File: src/verilog/mrc_defs.svh
// constants for the mode register two and output control decode
`ifndef MRC_DEFS_SVH
`define MRC_DEFS_SVH
`define MRC_MR_W 22
`define MRC_SEL_HI 20
`define MRC_SEL_LO 18
`define MRC_SEL_MR0 3'h0
`define MRC_SEL_MR1 3'h1
`define MRC_SEL_MR2 3'h2
`define MRC_SEL_DNU 3'h7
`define MRC_MR2_RSV_MASK 22'h222107
`define MRC_MR2_CRC_BIT 12
`define MRC_MR2_WTERM_HI 11
`define MRC_MR2_WTERM_LO 9
`define MRC_MR2_SRR_HI 7
`define MRC_MR2_SRR_LO 6
`define MRC_MR2_CWL_HI 5
`define MRC_MR2_CWL_LO 3
`define MRC_MR1_QOFF_BIT 12
`define MRC_MR1_EXTRA_TERM_STROBE_BIT 11
`define MRC_MR1_AL_HI 4
`define MRC_MR1_AL_LO 3
`define MRC_MR0_CL_HI 6
`define MRC_MR0_CL_LO 2
`define MRC_CL_BASE 6'h09
`define MRC_WTERM_MAX 3'h4
`define MRC_CWL_MIN_2PRE 3'h4
`define MRC_LAT_W 6
// cas write delay in clocks, one per field code
`define MRC_CWL_CYC0 6'h09
`define MRC_CWL_CYC1 6'h0A
`define MRC_CWL_CYC2 6'h0B
`define MRC_CWL_CYC3 6'h0C
`define MRC_CWL_CYC4 6'h0E
`define MRC_CWL_CYC5 6'h10
`define MRC_CWL_CYC6 6'h12
`define MRC_CWL_CYC7 6'h14
// codes not allowed in gear-down
`define MRC_CWL_GD_NO_A 3'h0
`define MRC_CWL_GD_NO_B 3'h2
// due flag is raised two counts early to cover the counter and the output flop
`define MRC_DUE_LEAD 6'h02
`endif

File: src/verilog/mrc_pkg.sv
// types shared by both ends of the mode register link
`default_nettype none
package mrc_pkg;
    typedef enum logic [2:0] {
        MRC_WT_OFF = 3'h0,
        MRC_WT_120 = 3'h1,
        MRC_WT_240 = 3'h2,
        MRC_WT_HIZ = 3'h3,
        MRC_WT_80 = 3'h4
    } mrc_wterm_t;
    typedef enum logic [1:0] {
        MRC_SRR_NORMAL = 2'h0,
        MRC_SRR_REDUCED = 2'h1,
        MRC_SRR_EXTENDED = 2'h2,
        MRC_SRR_AUTO = 2'h3
    } mrc_srr_t;
endpackage
`default_nettype wire

File: src/verilog/mrc_cmd_if.sv
// command pins between controller and device
`default_nettype none
interface mrc_cmd_if;
    logic ras_n;
    logic cas_n;
    logic we_n;
    logic [1:0] bg;
    logic [1:0] ba;
    logic [17:0] addr;
    modport ctrl (output ras_n, output cas_n, output we_n, output bg, output ba, output addr);
    modport dev (input ras_n, input cas_n, input we_n, input bg, input ba, input addr);
endinterface
`default_nettype wire

File: src/verilog/mrc_cwl_decode.sv
// cas write delay code to clock count
`include "mrc_defs.svh"
`default_nettype none
module mrc_cwl_decode
(
    input wire logic [2:0] code,
    input wire logic two_cycle_preamble,
    output logic [`MRC_LAT_W-1:0] cycles,
    output logic legal
);
    // whole clocks only, no half-clock settings exist [RULE18]
    always_comb
    begin
        case (code) // [RULE14]
            3'h0: cycles = `MRC_CWL_CYC0;
            3'h1: cycles = `MRC_CWL_CYC1;
            3'h2: cycles = `MRC_CWL_CYC2;
            3'h3: cycles = `MRC_CWL_CYC3;
            3'h4: cycles = `MRC_CWL_CYC4;
            3'h5: cycles = `MRC_CWL_CYC5;
            3'h6: cycles = `MRC_CWL_CYC6;
            default: cycles = `MRC_CWL_CYC7;
        endcase
        legal = !two_cycle_preamble || (code >= `MRC_CWL_MIN_2PRE); // [RULE15]
    end
endmodule // mrc_cwl_decode
`default_nettype wire

File: src/verilog/mrc_device.sv
// device end: mode register decode for write settings and output control
// Summary of operation
// RULE1: output disable bit disconnects all outputs; code gates only extra_term_strobe with it
// RULE2: controller keeps output disable at zero
// RULE3: termination strobe only allowed in x8
// RULE4: without strobe pins, termination applies to dqs
// RULE5: strobe enabled removes mask and inversion
// RULE6: mask and write inversion never both
// RULE7: mode set uses ras cas we low
// RULE8: bank group, bank, address map to bits
// RULE9: bits 20:18 select register, 111 unused
// RULE10: reserved bits programmed to zero
// RULE11: bit 12 enables write crc
// RULE12: bits 11:9 set write termination
// RULE13: bits 7:6 pick self refresh range
// RULE14: one-cycle preamble write delay codes
// RULE15: two-cycle preamble rejects codes below 100
// RULE16: no 9 or 11 in gear-down
// RULE17: delay counts command to first data
// RULE18: only whole clock latencies
// RULE19: total latency is added plus parity plus cas
// RULE20: added latency zero, cl-1, cl-2, reserved
// RULE21: fields hold until next set or reset
`include "mrc_defs.svh"
`default_nettype none
module mrc_device
    import mrc_pkg::*;
#(
    parameter bit BYTE_WIDE = 1'b1
)
(
    input wire logic core_clk,
    input wire logic reset,
    mrc_cmd_if.dev cmd,
    input wire logic two_cycle_preamble,
    input wire logic gear_down,
    input wire logic [`MRC_LAT_W-1:0] parity_latency,
    input wire logic write_mask_req,
    input wire logic write_inv_req,
    input wire logic read_inv_req,
    input wire logic write_cmd,
    output logic outputs_off,
    output logic write_crc_en,
    output mrc_wterm_t write_termination,
    output mrc_srr_t lowpower_selfrefresh_range,
    output logic extra_term_strobe,
    output logic dqs_term_en,
    output logic write_byte_mask,
    output logic write_bus_inversion,
    output logic read_bus_inversion,
    output logic [`MRC_LAT_W-1:0] cas_write_delay,
    output logic [`MRC_LAT_W-1:0] added_latency,
    output logic [`MRC_LAT_W-1:0] total_write_latency,
    output logic write_data_due,
    output logic setting_error
);
    ////////////////////////////////////////////////////////////////////////////
    logic mrs_hit;
    logic [`MRC_MR_W-1:0] mr_word;
    logic [2:0] sel;
    logic [`MRC_MR_W-1:0] mr0_reg;
    logic [`MRC_MR_W-1:0] mr1_reg;
    logic [`MRC_MR_W-1:0] write_mode_config_reg;
    logic [`MRC_LAT_W-1:0] cwl_cycles;
    logic cwl_legal;
    logic [`MRC_LAT_W-1:0] cl_cycles;
    logic [`MRC_LAT_W-1:0] al_cycles;
    logic [`MRC_LAT_W-1:0] wl_cycles;
    logic strobe_on;
    logic [`MRC_LAT_W-1:0] due_cnt_reg;
    logic [2:0] cwl_code;

    assign mrs_hit = !cmd.ras_n && !cmd.cas_n && !cmd.we_n; // [RULE7]
    assign mr_word = {cmd.bg, cmd.ba, cmd.addr}; // [RULE8]
    assign sel = mr_word[`MRC_SEL_HI:`MRC_SEL_LO]; // [RULE9]

    ////////////////////////////////////////////////////////////////////////////
    // held until the next set to the same register or reset [RULE21]
    always_ff @(posedge core_clk)
    begin
        if (reset)
        begin
            mr0_reg <= '0;
            mr1_reg <= '0;
            write_mode_config_reg <= '0;
        end
        else if (mrs_hit && sel != `MRC_SEL_DNU) // [RULE9]
        begin
            if (sel == `MRC_SEL_MR0)
                mr0_reg <= mr_word;
            else if (sel == `MRC_SEL_MR1)
                mr1_reg <= mr_word;
            else if (sel == `MRC_SEL_MR2)
                write_mode_config_reg <= mr_word;
        end
    end

    ////////////////////////////////////////////////////////////////////////////
    assign cwl_code = write_mode_config_reg[`MRC_MR2_CWL_HI:`MRC_MR2_CWL_LO];
    mrc_cwl_decode u_cwl
    (
        .code(cwl_code),
        .two_cycle_preamble(two_cycle_preamble),
        .cycles(cwl_cycles),
        .legal(cwl_legal)
    );

    // read cas delay kept simple: base plus the mr0 field, enough for the subtraction
    assign cl_cycles = `MRC_CL_BASE + {1'b0, mr0_reg[`MRC_MR0_CL_HI:`MRC_MR0_CL_LO]};

    always_comb
    begin
        case (mr1_reg[`MRC_MR1_AL_HI:`MRC_MR1_AL_LO]) // [RULE20]
            2'h1: al_cycles = cl_cycles - 6'h01;
            2'h2: al_cycles = cl_cycles - 6'h02;
            default: al_cycles = '0;
        endcase
    end

    assign wl_cycles = al_cycles + parity_latency + cwl_cycles; // [RULE19]
    // a narrow device has no strobe pins, so the bit does not set strobe_on there; it drives dqs_term_en and setting_error [RULE3]
    assign strobe_on = BYTE_WIDE && mr1_reg[`MRC_MR1_EXTRA_TERM_STROBE_BIT];

    ////////////////////////////////////////////////////////////////////////////
    always_ff @(posedge core_clk)
    begin
        if (reset)
        begin
            outputs_off <= 1'b0;
            write_crc_en <= 1'b0;
            write_termination <= MRC_WT_OFF;
            lowpower_selfrefresh_range <= MRC_SRR_NORMAL;
            cas_write_delay <= '0;
            added_latency <= '0;
            total_write_latency <= '0;
        end
        else
        begin
            outputs_off <= mr1_reg[`MRC_MR1_QOFF_BIT]; // [RULE1]
            write_crc_en <= write_mode_config_reg[`MRC_MR2_CRC_BIT]; // [RULE11]
            // reserved codes fall back to off rather than an unknown value
            if (write_mode_config_reg[`MRC_MR2_WTERM_HI:`MRC_MR2_WTERM_LO] <= `MRC_WTERM_MAX)
                write_termination <= mrc_wterm_t'(
                    write_mode_config_reg[`MRC_MR2_WTERM_HI:`MRC_MR2_WTERM_LO]); // [RULE12]
            else
                write_termination <= MRC_WT_OFF;
            lowpower_selfrefresh_range <= mrc_srr_t'(
                write_mode_config_reg[`MRC_MR2_SRR_HI:`MRC_MR2_SRR_LO]); // [RULE13]
            cas_write_delay <= cwl_cycles; // [RULE14]
            added_latency <= al_cycles;
            total_write_latency <= wl_cycles; // [RULE19]
        end
    end

    always_ff @(posedge core_clk)
    begin
        if (reset)
        begin
            extra_term_strobe <= 1'b0;
            dqs_term_en <= 1'b0;
            write_byte_mask <= 1'b0;
            write_bus_inversion <= 1'b0;
            read_bus_inversion <= 1'b0;
        end
        else
        begin
            extra_term_strobe <= strobe_on && !mr1_reg[`MRC_MR1_QOFF_BIT]; // [RULE1]
            dqs_term_en <= !BYTE_WIDE && mr1_reg[`MRC_MR1_EXTRA_TERM_STROBE_BIT]; // [RULE4]
            // mask wins over write inversion if both are asked for [RULE6]
            write_byte_mask <= !strobe_on && write_mask_req; // [RULE5]
            write_bus_inversion <= !strobe_on && write_inv_req && !write_mask_req; // [RULE6]
            read_bus_inversion <= !strobe_on && read_inv_req; // [RULE5]
        end
    end

    ////////////////////////////////////////////////////////////////////////////
    // counts from the write command to the first data beat; a new write restarts it
    always_ff @(posedge core_clk)
    begin
        if (reset)
            due_cnt_reg <= '0;
        else if (write_cmd)
            due_cnt_reg <= wl_cycles; // [RULE17]
        else if (due_cnt_reg != '0)
            due_cnt_reg <= due_cnt_reg - 6'h01;
    end

    always_ff @(posedge core_clk)
    begin
        if (reset)
            write_data_due <= 1'b0;
        else
            write_data_due <= (due_cnt_reg == `MRC_DUE_LEAD); // [RULE19]
    end

    // flags settings the controller should never have sent
    always_ff @(posedge core_clk)
    begin
        if (reset)
            setting_error <= 1'b0;
        else
            setting_error <= !cwl_legal // [RULE15]
                || (gear_down && (cwl_code == `MRC_CWL_GD_NO_A
                    || cwl_code == `MRC_CWL_GD_NO_B)) // [RULE16]
                || ((write_mode_config_reg & `MRC_MR2_RSV_MASK) != '0) // [RULE10]
                || (!BYTE_WIDE && mr1_reg[`MRC_MR1_EXTRA_TERM_STROBE_BIT]); // [RULE3]
    end
endmodule // mrc_device
`default_nettype wire

File: src/flat_wrapper.sv
// flat-port wrapper written by rule: the top's interface ports become plain ports
module mrc_device_flat import mrc_pkg::*;
#(
    parameter bit BYTE_WIDE = 1'b1
)
  (core_clk, reset, two_cycle_preamble, gear_down, parity_latency, write_mask_req, write_inv_req, read_inv_req, write_cmd, outputs_off, write_crc_en, write_termination, lowpower_selfrefresh_range, extra_term_strobe, dqs_term_en, write_byte_mask, write_bus_inversion, read_bus_inversion, cas_write_delay, added_latency, total_write_latency, write_data_due, setting_error, cmd_ras_n, cmd_cas_n, cmd_we_n, cmd_bg, cmd_ba, cmd_addr);
  mrc_cmd_if cmd_i ();
  input wire logic core_clk;
  input wire logic reset;
  input wire logic two_cycle_preamble;
  input wire logic gear_down;
  input wire logic [`MRC_LAT_W-1:0] parity_latency;
  input wire logic write_mask_req;
  input wire logic write_inv_req;
  input wire logic read_inv_req;
  input wire logic write_cmd;
  output logic outputs_off;
  output logic write_crc_en;
  output mrc_wterm_t write_termination;
  output mrc_srr_t lowpower_selfrefresh_range;
  output logic extra_term_strobe;
  output logic dqs_term_en;
  output logic write_byte_mask;
  output logic write_bus_inversion;
  output logic read_bus_inversion;
  output logic [`MRC_LAT_W-1:0] cas_write_delay;
  output logic [`MRC_LAT_W-1:0] added_latency;
  output logic [`MRC_LAT_W-1:0] total_write_latency;
  output logic write_data_due;
  output logic setting_error;
  input wire logic [$bits(cmd_i.ras_n)-1:0] cmd_ras_n;
  input wire logic [$bits(cmd_i.cas_n)-1:0] cmd_cas_n;
  input wire logic [$bits(cmd_i.we_n)-1:0] cmd_we_n;
  input wire logic [$bits(cmd_i.bg)-1:0] cmd_bg;
  input wire logic [$bits(cmd_i.ba)-1:0] cmd_ba;
  input wire logic [$bits(cmd_i.addr)-1:0] cmd_addr;
  assign cmd_i.ras_n = cmd_ras_n;
  assign cmd_i.cas_n = cmd_cas_n;
  assign cmd_i.we_n = cmd_we_n;
  assign cmd_i.bg = cmd_bg;
  assign cmd_i.ba = cmd_ba;
  assign cmd_i.addr = cmd_addr;
  mrc_device #(.BYTE_WIDE(BYTE_WIDE)) u_core (.core_clk(core_clk), .reset(reset), .cmd(cmd_i), .two_cycle_preamble(two_cycle_preamble), .gear_down(gear_down), .parity_latency(parity_latency), .write_mask_req(write_mask_req), .write_inv_req(write_inv_req), .read_inv_req(read_inv_req), .write_cmd(write_cmd), .outputs_off(outputs_off), .write_crc_en(write_crc_en), .write_termination(write_termination), .lowpower_selfrefresh_range(lowpower_selfrefresh_range), .extra_term_strobe(extra_term_strobe), .dqs_term_en(dqs_term_en), .write_byte_mask(write_byte_mask), .write_bus_inversion(write_bus_inversion), .read_bus_inversion(read_bus_inversion), .cas_write_delay(cas_write_delay), .added_latency(added_latency), .total_write_latency(total_write_latency), .write_data_due(write_data_due), .setting_error(setting_error));
endmodule
File: config.mk
export PLATFORM = sky130hd
export DESIGN_NAME = mrc_device_flat
export DESIGN_NICKNAME = d
export VERILOG_FILES = /design/src/verilog/mrc_pkg.sv /design/src/verilog/mrc_cmd_if.sv /design/src/verilog/mrc_cwl_decode.sv /design/src/verilog/mrc_device.sv /design/src/flat_wrapper.sv
export VERILOG_INCLUDE_DIRS = /design/src /design/src/verilog
export SDC_FILE = /design/constraint.sdc
export NUM_CORES = 1
export LEC_CHECK = 0
export ABC_AREA = 1
export BUFFER_PORTS_ARGS = -buffer_cell sky130_fd_sc_hd__clkbuf_2
export CORE_MARGIN = 1.5
export CORE_UTILIZATION = 40
export DETAILED_ROUTE_END_ITERATION = 6
export SETUP_SLACK_MARGIN = 0.4
export SYNTH_ARGS = -nofsm -noshare
export SYNTH_HDL_FRONTEND = slang
export SYNTH_HIERARCHICAL = 1
export SYNTH_SLANG_ARGS = --single-unit
File: constraint.sdc
create_clock -name core_clk -period 4.08 [get_ports core_clk]
set_input_delay 0.612 -clock core_clk [delete_from_list [all_inputs] [get_ports core_clk]]
set_output_delay 0.612 -clock core_clk [all_outputs]
set_load 0.02 [all_outputs]
==> metrics.md <==
| Metric | Value |
|---|---|
| Critical R2R Launch | `u_core/mr0_reg[2]$_SDFFE_PP0P_` |
| Die width | `87.0 um` |
| VDD IR-drop max | `0.282 mV` |
| Pre-CTS setup slack | `646 ps` |
| Register bit total from synthesis | `62` |
| Final worst slack | `746 ps` |
| Worst-Margin Slew | `887 ps` |
| Post_cts resized | `0` |
| Clock buffer depth | `2` |
| RSZ-0062 raised after global routing | `no` |
| Min cycle time layout | `3330 ps` |
| DP Wirelength | `4.25 mm` |
| Switching portion of total power | `25.1%` |
| GPL Wtd Cong | `0.761` |
| GRT Residual Overflow | `0` |
| Root Driver | `clkbuf_8` |
| CP Capture Type | `register` |
| Hold Violations, Final | `0` |
| Combinational Power Share | `11.2%` |
| # Max-Cap Violations | `0` |
| Largest net degree at the start of global routing | `37` |
| Sequential element share of the synthesized area | `44.0%` |
| Antenna violations before repair | `0` |
| Die height | `87.0 um` |
| Final period utilization | `81.7%` |
| Max reg flops | `16` |
| WL final | `5.72 mm` |
| Footprint of the multi-input gates | `1320 um^2` |
| Global-route wire length before repair | `9.67 mm` |
| Cell Pwr Density | `425 nW/um^2` |
| Clk_lat worst skew | `340 ps` |
| Skew final | `11.3 ps` |
| Worst Path Buf+Inv | `3` |
| Critical Path Start Type | `register` |
| CTS Buf Count | `9` |
| Worst-path clk slew | `80 ps` |
| Cell area after synthesis | `2820 um^2` |
| Critical path depth | `20` |
| F_max | `300 MHz` |
| Final Slew Violations | `0` |
| Worst path arrival time | `3590 ps` |
| Kind of critical path | `register to register` |
| Starting density of the core | `41.5%` |
| Switching pwr | `0.372 mW` |
| Post-synth EDFFs | `0` |
| R2R setup slack | `750 ps` |
| Worst setup endpoint | `u_core/total_write_latency[5]$_SDFF_PP0_` |
| Final nets | `480` |
| DRT antenna net count | `0` |
| CTS tree | `done` |
| Sequential share of power | `43.5%` |
| Crit path from | `u_core/mr0_reg[2]$_SDFFE_PP0P_` |
| Clock sink total | `62` |
| Post-CTS setup buffer count | `0` |
| CP top delay family | `adder cells` |
| Slew HR | `40.8%` |
| DRC viols | `0` |
| CP Cell Sequence | `ha_1, nand2_2, inv_1, nor2_2, inv_1, ha_1, nand2_1, nand2_1, nor2_1, o21ai_0, a21oi_2, fa_1, ha_4, a21oi_1, nor2_1, o21ai_0, nand2_1, inv_1, nand3_2, a21oi_1` |
| # IOs | `71` |
| Synth unique cells | `34` |
| CORE AREA | `6790 um^2` |
| CP max FO | `6` |
| Final TNS setup | `0 ps` |
| Die Area | `7570 um^2` |
| Vias | `2,388` |
| Critical path's largest stage delay | `480 ps` |
| Synth top cells by count | `dfxtp_1, inv_1, nor2_1` |
| Share of the synthesized area in the top cell type | `44.0%` |
| Fin cells | `525` |
| Internal power | `1.11 mW` |
| Post-synth ARST share | `0%` |
| Synthesized instance count | `358` |
| Syn-to-layout area delta | `23.5%` |
| Vias in the first global route | `2,249` |
| Via/cell ratio | `4.55` |
| Hold WS | `419 ps` |
| Leak | `1.66 nW` |
| Final setup violation count | `0` |
| Reg2reg end | `u_core/total_write_latency[5]$_SDFF_PP0_` |
| N_diodes | `0` |
| R2R depth | `20` |
| Total GRT Usage | `16.6%` |
| Commonest register cell after synthesis | `dfxtp_1` |
| Syn Area/Cell | `7.88 um^2` |
| Critical-path top delay cell | `fa_1` |
| Worst min path class | `register to register` |
| Clk pwr share | `45.3%` |
| FF+latch area | `1240 um^2` |
| Share of cells above drive strength 1 | `25.2%` |
| H-tree levels | `3` |
| Dominant cells by area after synthesis | `dfxtp_1, inv_1, nor2_1, o21ai_0, a21oi_1` |
| WL per Instance | `10.9 um` |
| Syn Nets | `414` |
| Worst EP required | `4340 ps` |
| Cell taking the most area after synthesis | `dfxtp_1` |
| Post-placement cell count | `509` |
| Port bufs | `66` |
| Initial detailed-routing violation count | `97` |
| Status | `finished clean` |
| Row count | `30` |
| Detailed Routing Iterations Pass 1 | `4` |
| # hold bufs at CTS | `0` |
| Top-count cell post-synth | `dfxtp_1` |
| FILL cells | `701` |
| Synth Warn # | `6` |
-- per-layer routing --
| layer | track usage [%] | share of wire (%) |
|---|---|---|
| met5 | 0 | 0 |
| met1 | 20.4 | 48 |
| met2 | 26.6 | 43 |
| met4 | 7.04 | 1.3 |
| met3 | 5.21 | 7.1 |
-- cell families after synthesis --
group,share of synthesized area (%)
DFF,44.0
other,0.266
xor gates and xnor gates,1.86
AOI/OAI and AO/OA,13.7
buffers and inverters,9.98
adders and majority gates,9.14
and+or+nand+nor,21.1
-- cells in the final DEF (no fill, tap or decap), types with 6 or more instances in the layout --
master,count
a21oi_1,28
nor3_1,9
inv_1,57
clkbuf_8,9
ha_1,10
nand3_1,12
nand2_1,29
dfxtp_1,60
o21ai_0,33
clkbuf_2,66
nand2_2,10
nor2_1,52
fa_1,6
-- area by class of cell --
cell class / instances / area share (%)
Inverter: 60 / 6.46
Sequential cell: 62 / 35.7
Timing Repair Buffer: 66 / 9.48
Clock buffer: 9 / 3.55
Clock inverter: 7 / 3.59
Tap cell: 96 / 3.45
Multi-Input combinational cell: 225 / 37.8
-- how the worst min path moves through the flow --
stage	from	endpoint	slack [ps]	cells after the start
after floorplan	u_core/mr1_reg[12]$_SDFFE_PP0P_	u_core/extra_term_strobe$_SDFF_PP0_	400	1
after global routing	write_mask_req	u_core/write_bus_inversion$_SDFF_PP0_	430	2
after CTS	write_mask_req	u_core/write_bus_inversion$_SDFF_PP0_	420	2
after global placement	u_core/mr1_reg[12]$_SDFFE_PP0P_	u_core/extra_term_strobe$_SDFF_PP0_	420	1
after detailed placement	u_core/mr1_reg[12]$_SDFFE_PP0P_	u_core/extra_term_strobe$_SDFF_PP0_	410	1
final	u_core/mr1_reg[12]$_SDFFE_PP0P_	u_core/extra_term_strobe$_SDFF_PP0_	420	1
-- power by group through the flow --
stage               Clock [mW]  Sequential [mW]  Combinational, mW
floorplan                    0            0.670              0.102
global route             0.712            0.646              0.192
detailed placement           0            0.657              0.166
global placement             0            0.657              0.164
CTS                      0.686            0.643              0.166
finish                   0.671            0.644              0.166
-- through the flow --
stage / util (%) / area [um^2] / power, mW
finish: 51.3 / 3490 / 1.48
global placement: 47.3 / 3220 / 0.821
CTS: 51.0 / 3460 / 1.50
detailed placement: 47.3 / 3220 / 0.823
global route: 51.3 / 3490 / 1.55
floorplan: - / 2820 / 0.772
Power figures use the tool's default switching activity.
